==> config.mk <==
export PLATFORM = sky130hd
export DESIGN_NAME = rbsel_top
export DESIGN_NICKNAME = d
export VERILOG_FILES = /design/src/verilog/rbsel_pkg.sv /design/src/verilog/rbsel_regs.sv /design/src/verilog/rbsel_sync.sv /design/src/verilog/rbsel_top.sv
export VERILOG_INCLUDE_DIRS = /design/src /design/src/verilog
export SDC_FILE = /design/constraint.sdc
export NUM_CORES = 1
export LEC_CHECK = 0
export BUFFER_PORTS_ARGS = -buffer_cell sky130_fd_sc_hd__clkbuf_2
export CAP_MARGIN = 30
export CORE_MARGIN = 2
export CORE_UTILIZATION = 45
export CTS_CLUSTER_SIZE = 12
export DETAILED_ROUTE_END_ITERATION = 10
export GPL_TIMING_DRIVEN = 0
export HOLD_SLACK_MARGIN = 0.02
export PLACE_DENSITY = 0.6
export SYNTH_ARGS = -nofsm -noshare
export SYNTH_HDL_FRONTEND = slang
export SYNTH_HIERARCHICAL = 1
export SYNTH_SLANG_ARGS = --single-unit
==> constraint.sdc <==
create_clock -name core_clk -period 7.3 [get_ports core_clk]
set_input_delay 0.365 -clock core_clk [delete_from_list [all_inputs] [get_ports core_clk]]
set_output_delay 0.365 -clock core_clk [all_outputs]
set_load 0.02 [all_outputs]
==> src/verilog/rbsel_consts.svh <==
// Constants of the readback select block: offsets, fields, reset values, counts
`ifndef RBSEL_CONSTS_SVH
`define RBSEL_CONSTS_SVH
`define RBSEL_CTRL_OFS    8'h64
`define RBSEL_MASK_OFS    8'h65
`define RBSEL_CTRL_RST    16'h0000
`define RBSEL_MASK_RST    10'h3FF
`define RBSEL_PTR_MSB     7
`define RBSEL_HDR_BIT     8
`define RBSEL_AUTO_BIT    9
`define RBSEL_MASK_BITS   10
`define RBSEL_SPAN_BASE   8'h40
`define RBSEL_FRAME_BITS  32
`define RBSEL_LAST_BIT    5'h1F
`endif

==> src/verilog/rbsel_pkg.sv <==
// Types shared by the readback select block
package rbsel_pkg;
    typedef enum logic [1:0] {
        RBSEL_IDLE  = 2'b01,
        RBSEL_SHIFT = 2'b10
    } rbsel_state_t;
    typedef logic [7:0]  rbsel_addr_t;
    typedef logic [15:0] rbsel_word_t;
    typedef logic [9:0]  rbsel_mask_t;
endpackage

==> src/verilog/rbsel_regs.sv <==
// Readback control and burst mask registers
`timescale 1ns/1ns
`include "rbsel_consts.svh"
module rbsel_regs (
    input  wire logic                core_clk,
    input  wire logic                reset,
    input  wire logic                wr_en,
    input  wire rbsel_pkg::rbsel_addr_t wr_addr,
    input  wire rbsel_pkg::rbsel_word_t wr_data,
    output rbsel_pkg::rbsel_addr_t   ptr_ff,
    output logic                     hdr_sel_ff,
    output logic                     auto_en_ff,
    output rbsel_pkg::rbsel_mask_t   mask_ff
);
    import rbsel_pkg::*;

    rbsel_addr_t nxt_ptr;
    logic        nxt_hdr_sel;
    logic        nxt_auto_en;
    rbsel_mask_t nxt_mask;

    always_comb begin
        nxt_ptr     = ptr_ff;
        nxt_hdr_sel = hdr_sel_ff;
        nxt_auto_en = auto_en_ff;
        nxt_mask    = mask_ff;
        if (wr_en && wr_addr == `RBSEL_CTRL_OFS) begin
            nxt_ptr     = wr_data[`RBSEL_PTR_MSB:0];
            nxt_hdr_sel = wr_data[`RBSEL_HDR_BIT];
            nxt_auto_en = wr_data[`RBSEL_AUTO_BIT];
        end
        if (wr_en && wr_addr == `RBSEL_MASK_OFS) begin
            nxt_mask = wr_data[`RBSEL_MASK_BITS-1:0];
        end
    end

    always_ff @(posedge core_clk or posedge reset) begin
        if (reset) begin
            ptr_ff     <= 8'(`RBSEL_CTRL_RST);
            hdr_sel_ff <= 1'b0;
            auto_en_ff <= 1'b0;
            mask_ff    <= `RBSEL_MASK_RST;
        end else begin
            ptr_ff     <= nxt_ptr;
            hdr_sel_ff <= nxt_hdr_sel;
            auto_en_ff <= nxt_auto_en;
            mask_ff    <= nxt_mask;
        end
    end
endmodule

==> src/verilog/rbsel_sync.sv <==
// Two-stage synchroniser for pin inputs
`timescale 1ns/1ns
module rbsel_sync #(
    parameter int                 WIDTH   = 1,
    parameter logic [WIDTH-1:0]   RST_VAL = '0
) (
    input  wire logic             core_clk,
    input  wire logic             reset,
    input  wire logic [WIDTH-1:0] async_in,
    output logic      [WIDTH-1:0] sync_out
);
    logic [WIDTH-1:0] stage1_ff;

    if (WIDTH < 1) begin : g_chk
        $error("rbsel_sync needs WIDTH of at least one");
    end

    // First stage feeds only the second stage
    always_ff @(posedge core_clk or posedge reset) begin
        if (reset) begin
            stage1_ff <= RST_VAL;
            sync_out  <= RST_VAL;
        end else begin
            stage1_ff <= async_in;
            sync_out  <= stage1_ff;
        end
    end
endmodule

==> src/verilog/rbsel_top.sv <==
// Serial readback control: pointer, frame header select, burst mask
`timescale 1ns/1ns
`include "rbsel_consts.svh"
module rbsel_top #(
    parameter int                     FRAME_BITS = `RBSEL_FRAME_BITS,
    parameter rbsel_pkg::rbsel_addr_t SPAN_BASE  = `RBSEL_SPAN_BASE
) (
    input  wire logic                   core_clk,
    input  wire logic                   reset,
    input  wire logic                   spi_sclk,
    input  wire logic                   spi_cs_n,
    input  wire logic                   spi_sdi,
    output logic                        spi_sdo,
    output logic                        spi_sdo_oe_n,
    input  wire logic                   conv_ready,
    input  wire logic                   alert_flag,
    input  wire logic [3:0]             din_state,
    output rbsel_pkg::rbsel_addr_t      rd_addr,
    input  wire rbsel_pkg::rbsel_word_t rd_data
);
    import rbsel_pkg::*;

    // ****************************************
    // Checks
    // ****************************************
    if (FRAME_BITS != 32) begin : g_frame_chk
        $error("rbsel_top serves only 32-bit frames");
    end
    if (SPAN_BASE > 8'hF6) begin : g_span_chk
        $error("rbsel_top mask span must not wrap");
    end

    // ****************************************
    // Functions
    // ****************************************
    // Maskable span is ten consecutive addresses, bit i at SPAN_BASE+i
    function automatic logic rbsel_skip(input rbsel_addr_t a, input rbsel_mask_t m);
        rbsel_addr_t ofs;
        ofs = a - SPAN_BASE;
        rbsel_skip = (a >= SPAN_BASE) && (ofs < 8'h0A) && !m[ofs[3:0]];
    endfunction

    // At most ten skips in a row, so eleven steps always find a target
    function automatic rbsel_addr_t rbsel_step(input rbsel_addr_t a, input rbsel_mask_t m);
        rbsel_addr_t c;
        logic        done;
        rbsel_step = a + 8'h01;
        done = 1'b0;
        for (int k = 1; k <= 11; k++) begin
            c = a + k[7:0];
            if (!done && !rbsel_skip(c, m)) begin
                rbsel_step = c;
                done = 1'b1;
            end
        end
    endfunction

    // ****************************************
    // Pin synchronisers and edges
    // ****************************************
    logic        sclk_s;
    logic        cs_n_s;
    logic        sdi_s;
    logic        sclk_d_ff;
    logic        sclk_rise;
    logic        sclk_fall;

    rbsel_sync #(
        .WIDTH   (3),
        .RST_VAL (3'h2)
    ) u_sync (
        .core_clk (core_clk),
        .reset    (reset),
        .async_in ({spi_sclk, spi_cs_n, spi_sdi}),
        .sync_out ({sclk_s, cs_n_s, sdi_s})
    );

    always_ff @(posedge core_clk or posedge reset) begin
        if (reset) begin
            sclk_d_ff <= 1'b0;
        end else begin
            sclk_d_ff <= sclk_s;
        end
    end
    assign sclk_rise = sclk_s & ~sclk_d_ff;
    assign sclk_fall = ~sclk_s & sclk_d_ff;

    // ****************************************
    // Registers
    // ****************************************
    logic        wr_en;
    rbsel_addr_t wr_addr;
    rbsel_word_t wr_data;
    rbsel_addr_t ptr;
    logic        hdr_sel;
    logic        auto_en;
    rbsel_mask_t mask;
    logic [31:0] in_word;

    rbsel_regs u_regs (
        .core_clk   (core_clk),
        .reset      (reset),
        .wr_en      (wr_en),
        .wr_addr    (wr_addr),
        .wr_data    (wr_data),
        .ptr_ff     (ptr),
        .hdr_sel_ff (hdr_sel),
        .auto_en_ff (auto_en),
        .mask_ff    (mask)
    );

    // ****************************************
    // Frame engine
    // ****************************************
    rbsel_state_t state_ff;
    rbsel_state_t nxt_state;
    logic [4:0]   cnt_ff;
    logic [4:0]   nxt_cnt;
    logic         first_ff;
    logic         nxt_first;
    logic [31:0]  word_ff;
    logic [31:0]  nxt_word;
    logic [30:0]  in_ff;
    logic [30:0]  nxt_in;
    logic         sdo_ff;
    logic         nxt_sdo;
    logic         oe_n_ff;
    logic         nxt_oe_n;
    rbsel_addr_t  rd_addr_ff;
    rbsel_addr_t  nxt_rd_addr;
    logic         rd_on_ff;
    logic         nxt_rd_on;
    logic         pend_ff;
    logic         nxt_pend;
    logic         start;
    logic         load;
    logic         data_on;
    logic [6:0]   hdr;
    rbsel_word_t  rd_value;
    logic [31:0]  frame_word;

    assign in_word = {in_ff, sdi_s};
    assign wr_addr = in_word[31:24];
    assign wr_data = in_word[23:8];
    assign start   = (state_ff == RBSEL_IDLE) && !cs_n_s;
    // Data field is live under auto mode or right after a pointer write
    assign data_on = start ? (auto_en | pend_ff) : rd_on_ff;

    always_comb begin
        rd_value = rd_data;
        if (rd_addr_ff == `RBSEL_CTRL_OFS) begin
            rd_value = {6'h00, auto_en, hdr_sel, ptr};
        end else if (rd_addr_ff == `RBSEL_MASK_OFS) begin
            rd_value = {6'h00, mask};
        end
        if (hdr_sel) begin
            hdr = {1'b0, conv_ready, alert_flag, din_state};
        end else begin
            hdr = rd_addr_ff[6:0];
        end
        frame_word = {1'b0, hdr, (data_on ? rd_value : 16'h0000), 8'h00};
    end

    always_comb begin
        nxt_state   = state_ff;
        nxt_cnt     = cnt_ff;
        nxt_first   = first_ff;
        nxt_word    = word_ff;
        nxt_in      = in_ff;
        nxt_sdo     = sdo_ff;
        nxt_oe_n    = oe_n_ff;
        nxt_rd_addr = rd_addr_ff;
        nxt_rd_on   = rd_on_ff;
        nxt_pend    = pend_ff;
        wr_en       = 1'b0;
        load        = 1'b0;
        unique case (state_ff)
            RBSEL_IDLE: begin
                nxt_oe_n    = 1'b1;
                nxt_rd_addr = ptr;
                if (start) begin
                    // First word always comes from the pointer, masked or not
                    load        = 1'b1;
                    nxt_state   = RBSEL_SHIFT;
                    nxt_word    = frame_word;
                    nxt_sdo     = frame_word[31];
                    nxt_oe_n    = 1'b0;
                    nxt_cnt     = 5'h00;
                    nxt_first   = 1'b1;
                    nxt_rd_on   = data_on;
                    nxt_pend    = 1'b0;
                    nxt_rd_addr = rbsel_step(rd_addr_ff, mask);
                end
            end
            RBSEL_SHIFT: begin
                if (cs_n_s) begin
                    // Early release drops the partial command word
                    nxt_state   = RBSEL_IDLE;
                    nxt_oe_n    = 1'b1;
                    nxt_rd_addr = ptr;
                end else if (sclk_rise) begin
                    nxt_in = in_word[30:0];
                    if (cnt_ff == `RBSEL_LAST_BIT) begin
                        nxt_cnt   = 5'h00;
                        nxt_first = 1'b0;
                        // Only the first word of a frame is a command
                        if (first_ff) begin
                            wr_en = 1'b1;
                            if (wr_addr == `RBSEL_CTRL_OFS) begin
                                nxt_pend = 1'b1;
                            end
                            // Mask change mid-frame: re-aim the rest of the burst
                            if (wr_addr == `RBSEL_MASK_OFS) begin
                                nxt_rd_addr = rbsel_step(ptr, wr_data[`RBSEL_MASK_BITS-1:0]);
                            end
                        end
                    end else begin
                        nxt_cnt = cnt_ff + 5'h01;
                    end
                end else if (sclk_fall) begin
                    if (cnt_ff == 5'h00 && !first_ff) begin
                        // Burst continues with next returned address
                        load        = 1'b1;
                        nxt_word    = frame_word;
                        nxt_sdo     = frame_word[31];
                        nxt_rd_addr = rbsel_step(rd_addr_ff, mask);
                    end else begin
                        nxt_sdo = word_ff[5'h1F - cnt_ff];
                    end
                end
            end
        endcase
    end

    always_ff @(posedge core_clk or posedge reset) begin
        if (reset) begin
            state_ff   <= RBSEL_IDLE;
            cnt_ff     <= 5'h00;
            first_ff   <= 1'b0;
            word_ff    <= 32'h00000000;
            in_ff      <= 31'h00000000;
            sdo_ff     <= 1'b0;
            oe_n_ff    <= 1'b1;
            rd_addr_ff <= 8'h00;
            rd_on_ff   <= 1'b0;
            pend_ff    <= 1'b0;
        end else begin
            state_ff   <= nxt_state;
            cnt_ff     <= nxt_cnt;
            first_ff   <= nxt_first;
            word_ff    <= nxt_word;
            in_ff      <= nxt_in;
            sdo_ff     <= nxt_sdo;
            oe_n_ff    <= nxt_oe_n;
            rd_addr_ff <= nxt_rd_addr;
            rd_on_ff   <= nxt_rd_on;
            pend_ff    <= nxt_pend;
        end
    end

    assign spi_sdo      = sdo_ff;
    assign spi_sdo_oe_n = oe_n_ff;
    assign rd_addr      = rd_addr_ff;
endmodule
==> results.yml, run 1 <==
detailed_routing:
  drt_iter0_drc: 920
  drt-total-wl_um: 34600
  vias_per_cell: 6.37
  dr_total_vias: 9838
  postRouteAntennaNets: 0
  drc_errors: 0
  dr.pass1.iters: 5
  wire_per_inst_um: 22.4
final_layout:
  finalNetCount: 1322
  final_common_cell: "nand2_1"
  fillers: 2126
  areaGrowthSynthToFinish_pct: 8.93
  final_cells: 1544
  design_area_sq_um: 10800
  antenna-diode-count: 0
  mostFrequentLayoutCells: "nand2_1 (188), dfrtp_1 (87), o21ai_0 (81)"
  drive_above_1_share: 0.146
setup_path:
  r2r_start: "rd_addr[1]$_DFFE_PP0P_"
  crit_start: "rd_addr[1]$_DFFE_PP0P_"
  path_cells: "buf_2 -> buf_1 -> clkbuf_1 -> inv_1 -> ha_1 -> clkbuf_1 -> mux4_2 -> mux2_2 -> mux2i_1 -> nand4_2 -> or3_4 -> or2_1 -> nor3b_2 -> mux2_2 -> nor3_1 -> nor3_2 -> o32ai_1"
  critical_path.max_fanout: 10
  worst-path-buf-inv: 5
  crit_family: "buffers and inverters"
  cp.required_ns: 7.55
  critPathLaunchType: "register"
  slowest_stage: "dfrtp_1"
  r2r_cells: 17
  cp_data_arrival_time_ns: 6.84
  crit_path_max_incr_delay_ns: 0.56
  critical_path_class: "reg -> reg"
  r2r_end: "rd_addr[1]$_DFFE_PP0P_"
  ff2ff_setup_slack_ns: 0.71
  crit_path_end_kind: "register"
die:
  ios: 37
  initial_core_util: 0.455
  core-area_sq_um: 21700
  dieArea_sq_um: 23200
  std_cell_rows: 54
  dieWidth_um: 152
  fp.dieH_um: 152
global_routing:
  grt_first_pass_wirelength_um: 54200
  gr-usage-all-layers: 0.294
  first_global_vias: 9487
  antenna_found_initial: 0
  grt_overflow: 0
  grt_max_degree: 55
clocking:
  cts_buffer_depth: 2
  clkLatencyLatePin_ns: 0.34
  cts.clk_slew.worst_paths_ns: 0.07
  cts.sinks: 101
  cts_setup_buffers: 0
  cts_tree: "done"
  cts_made_buffers: 9
  cts_root_buffer: "clkbuf_16"
  cts_max_level: 3
sta:
  grt_setup_unrepaired: "false"
  relSlewSlack: 0.409
  maxSlewViolCount: 0
  tns_ns: 0
  finClkSkew_ns: 0.0103
  whs_ns: 0.103
  max_freq_mhz: 152
  worstMarginPinSlew_ns: 0.887
  setup_viol: 0
  hold_viol: 0
  finalCriticalPeriod_ns: 6.59
  setup_slack_ns: 0.706
  period_share: 0.903
hold_path:
  min_path_type: "in -> reg"
  hold_start: "spi_cs_n"
  worstHoldPathCells: 1
  holdPathEnd: "u_sync/stage1_ff[1]$_DFF_PP1_"
yosys:
  yosys-top-cells-area: "dfrtp_1 (22%), nand2_1 (7.1%), mux4_2 (5.2%), ha_1 (4.6%), o21ai_0 (4.1%)"
  ys_types: 101
  synth_edf_count: 0
  syn_inst: 1209
  yosysTopAreaCell: "dfrtp_1"
  ys_async_sr_fraction: 1.00
  synth_ff_type: "dfrtp_1"
  synth_seq_cells: 101
  syn_area_per_cell_sq_um: 8.17
  syn-num-nets: 1272
  ys_warn_count: 6
  yosysSeqAreaShare: 0.258
  yosysTopAreaCellShare: 0.220
  synth_area_sq_um: 9880
flow_run:
  drv_cap: 0
place:
  pre_cts_ws_ns: 0.881
  dp_hpwl_um: 26400
  place_area_sq_um: 10400
  portBuffers: 36
  globalplace.congestion: 1.00
  dp.cells: 1527
power_and_ir_drop:
  leakagePower_nw: 4.41
  power_density_nw_per_um2: 231
  peakVddDrop_v: 0.000169
outcome:
  status: "completed"
-- power by group --
part           switching [W]  total [W]  leakage (nW)  internal [W]
logic               0.000812    0.00126          2.95      0.000446
clock network       0.000228   0.000488         0.146      0.000260
registers          0.0000855   0.000740          1.31      0.000654
total                0.00113    0.00249          4.41       0.00136
-- sequential cells by signal, indices dropped and copies added (netlist names) --
name,count
u_regs/ptr_ff,8
in_ff,31
sclk_d_ff,1
rd_addr,8
u_sync/sync_out,3
spi_sdo_oe_n,1
first_ff,1
state_ff,2
cnt_ff,5
word_ff,23
u_regs/auto_en_ff,1
pend_ff,1
u_regs/mask_ff,10
rd_on_ff,1
u_regs/hdr_sel_ff,1
u_sync/stage1_ff,3
spi_sdo,1
-- metrics by stage --
step	utilization	total power, W
finish	0.496	0.00249
global route	0.496	0.00263
CTS	0.496	0.00246
detailed placement	0.482	0.00197
global placement	0.480	0.00197
floorplan	-	0.00161
-- synthesized netlist by cell type, types with 5 or more instances --
cell	instances
a22o_1	9
dfrtp_1	87
clkbuf_1	57
dfstp_2	14
or2_2	5
a32oi_1	5
xnor2_1	41
a211oi_1	10
nand2_1	188
a41oi_1	6
nand2b_1	18
a21o_1	11
buf_1	12
nor2_1	72
ha_1	36
a22oi_1	6
nand3_1	49
o21ai_0	81
a21oi_1	73
o21a_1	7
a31oi_1	24
buf_2	17
o22ai_1	11
or3_1	6
and3_1	17
xor2_1	24
mux2_2	35
mux4_2	23
nor3_1	29
nand3b_1	7
inv_1	27
nor2b_1	10
nor4_1	11
mux2i_1	37
o211ai_1	8
and2_1	5
nand4_1	13
-- logic make-up (layout without fill, tap and decap cells) --
logic type / after synthesis / in the layout / synth area share
compound gates: 317 / 317 / 0.211
xor+xnor: 65 / 65 / 0.0576
fa+ha+maj: 36 / 36 / 0.0456
buf+inv: 120 / 175 / 0.0504
flops: 101 / 101 / 0.258
mux: 95 / 95 / 0.130
simple gates: 475 / 475 / 0.248
-- metal layers --
layer | global-route usage | up-vias | share of wire
li1 | - | 4532 | -
met4 | 0.126 | 0 | 0.045
met2 | 0.474 | 504 | 0.46
met3 | 0.0466 | 110 | 0.079
met1 | 0.393 | 4692 | 0.41
met5 | 0 | - | 0
-- worst max path at each step --
stage / slack (ns) / depth (start not counted) / endpoint
global route: 0.50 / 17 / rd_addr[1]$_DFFE_PP0P_
CTS: 0.87 / 17 / rd_addr[1]$_DFFE_PP0P_
floorplan: 2.28 / 17 / rd_addr[1]$_DFFE_PP0P_
finish: 0.71 / 17 / rd_addr[1]$_DFFE_PP0P_
detailed placement: 0.88 / 17 / rd_addr[1]$_DFFE_PP0P_
global placement: 0.87 / 17 / rd_addr[1]$_DFFE_PP0P_
-- timing repair --
action / in CTS / in global routing
resized for setup: 0 / 0
endpoints found under the hold margin: 25 / 0
hold buffers: 1 / 0
-- area by class of cell --
type                    count  area, sq um  share of cell area
plain buffers              90          385              0.0358
clock buffers              11          254              0.0236
clock inverters             5         52.6             0.00488
inverters                  30          115              0.0107
multi-input cells         988         6840               0.635
flip-flops and latches    101         2540               0.237
well taps                 280          350              0.0326
repair buffers             39          223              0.0207
No activity file was read; power rests on OpenSTA's default activity.
==> run 2: changes to the inputs <==
--- a/config.mk
+++ b/config.mk
@@ -10,6 +10,7 @@
 export CAP_MARGIN = 30
 export CORE_MARGIN = 2
 export CORE_UTILIZATION = 45
+export CTS_BUF_LIST = sky130_fd_sc_hd__clkbuf_8
 export CTS_CLUSTER_SIZE = 12
 export DETAILED_ROUTE_END_ITERATION = 10
 export GPL_TIMING_DRIVEN = 0
==> results.yml, run 2 (same netlist as run 1, synthesis figures left out) <==
outcome:
  status: "completed"
power_and_ir_drop:
  peakVddDrop_v: 0.000109
  power_density_nw_per_um2: 222
  leakagePower_nw: 4.37
detailed_routing:
  wire_per_inst_um: 22.4
  dr_total_vias: 9838
  postRouteAntennaNets: 0
  vias_per_cell: 6.37
  drc_errors: 0
  dr.pass1.iters: 5
  drt_iter0_drc: 996
  drt-total-wl_um: 34500
global_routing:
  gr-usage-all-layers: 0.293
  grt_overflow: 0
  first_global_vias: 9464
  grt_max_degree: 55
  grt_first_pass_wirelength_um: 54000
  antenna_found_initial: 0
sta:
  maxSlewViolCount: 0
  finClkSkew_ns: 0.0143
  relSlewSlack: 0.411
  grt_setup_unrepaired: "false"
  finalCriticalPeriod_ns: 6.55
  tns_ns: 0
  setup_viol: 0
  max_freq_mhz: 153
  hold_viol: 0
  period_share: 0.898
  worstMarginPinSlew_ns: 0.884
setup_path:
  critPathLaunchType: "register"
  critical_path_class: "reg -> reg"
  cp_data_arrival_time_ns: 6.83
  crit_path_end_kind: "register"
  cp.required_ns: 7.58
  critical_path.max_fanout: 10
  r2r_cells: 17
die:
  std_cell_rows: 54
  dieWidth_um: 152
  ios: 37
  dieArea_sq_um: 23200
  fp.dieH_um: 152
  initial_core_util: 0.455
  core-area_sq_um: 21700
final_layout:
  areaGrowthSynthToFinish_pct: 7.95
  fillers: 2140
  design_area_sq_um: 10700
  antenna-diode-count: 0
  top_register: "in_ff"
  drive_above_1_share: 0.146
  largest_register_ffs: 31
  fin_util: 0.492
  mostFrequentLayoutCells: "nand2_1 (188), dfrtp_1 (87), o21ai_0 (81)"
  reg.largest.list: "in_ff: 31 flops, word_ff: 23 flops, u_regs/mask_ff: 10 flops"
  finalNetCount: 1322
  final_common_cell: "nand2_1"
place:
  dp_hpwl_um: 26400
  portBuffers: 36
  place_area_sq_um: 10400
  globalplace.congestion: 1.00
clocking:
  cts.clk_slew.worst_paths_ns: 0.10
  cts_max_level: 3
  cts_root_buffer: "clkbuf_8"
  cts.sinks: 101
  cts_buffer_depth: 2
  cts_tree: "done"
  clkLatencyLatePin_ns: 0.38
  cts_setup_buffers: 0
  cts_resized: 0
  cts_made_buffers: 9
  cts_hold_buf: 1
hold_path:
  min_path_type: "in -> reg"
  worstHoldPathCells: 1
flow_run:
  drv_cap: 0
[run 2: cell types whose count changed in the layout (fill, tap and decap cells not counted)]
cell,previous run,this run
clkbuf_16,10,0
clkbuf_8,0,9
bufinv_16,0,1
clkbuf_1,58,57
inv_1,26,27
[run 2: final cells by class]
class                      instances  area [sq um]  area share
multi-input combinational        988          6840       0.641
sequential                       101          2540       0.239
buffer                            90           385      0.0361
tap                              280           350      0.0329
timing repair buffer              39           223      0.0209
clock buffer                       9           124      0.0116
inverter                          30           115      0.0108
clock inverter                     7          86.3     0.00810
[run 2: metal layers]
metal / vias up / GRT usage / share of wire
met2: 481 / 0.473 / 0.46
met1: 4697 / 0.394 / 0.42
met4: 0 / 0.126 / 0.047
met3: 114 / 0.0444 / 0.070
met5: - / 0 / 0
li1: 4546 / - / -
[run 2: final timing paths]
kind	start	to	slack (ns)
max	rd_addr[1]$_DFFE_PP0P_	rd_addr[1]$_DFFE_PP0P_	0.75
min	spi_cs_n	u_sync/stage1_ff[1]$_DFF_PP1_	0.07
max reg2reg	rd_addr[1]$_DFFE_PP0P_	rd_addr[1]$_DFFE_PP0P_	0.75
min reg2reg	u_sync/stage1_ff[0]$_DFF_PP0_	u_sync/sync_out[0]$_DFF_PP0_	0.35
max in group asynchronous	reset	u_regs/ptr_ff[3]$_DFFE_PP0P_	6.10
min in group asynchronous	reset	u_sync/sync_out[0]$_DFF_PP0_	0.49
[run 2: power by group]
part	switching, W	total [W]	internal, W
Sequential	0.0000854	0.000739	0.000654
Clock	0.000214	0.000378	0.000165
Combinational	0.000807	0.00125	0.000445
Total	0.00111	0.00237	0.00126
[run 2: worst max-delay path, stage by stage, from the launching register on]
cell      delay (ns)
dfrtp_1         0.58
buf_2           0.31
buf_1           0.46
clkbuf_1        0.48
inv_1           0.29
ha_1            0.34
clkbuf_1        0.39
mux4_2          0.47
mux2_2          0.30
mux2i_1         0.24
nand4_2         0.31
or3_4           0.52
or2_1           0.31
nor3b_2         0.45
mux2_2          0.40
nor3_1          0.23
nor3_2          0.07
o32ai_1         0.28
[run 2: stage by stage]
| stage | worst slack [ns] | hold WS (ns) | cells | power (W) |
|---|---|---|---|---|
| floorplan | 2.28 | 0.155 | 1209 | 0.00161 |
| global placement | 0.871 | 0.311 | 1525 | 0.00197 |
| detailed placement | 0.881 | 0.336 | 1527 | 0.00197 |
| CTS | 0.866 | 0.0541 | 1544 | 0.00235 |
| global route | 0.504 | 0.0477 | 1544 | 0.00252 |
| finish | 0.747 | 0.0687 | 1544 | 0.00237 |
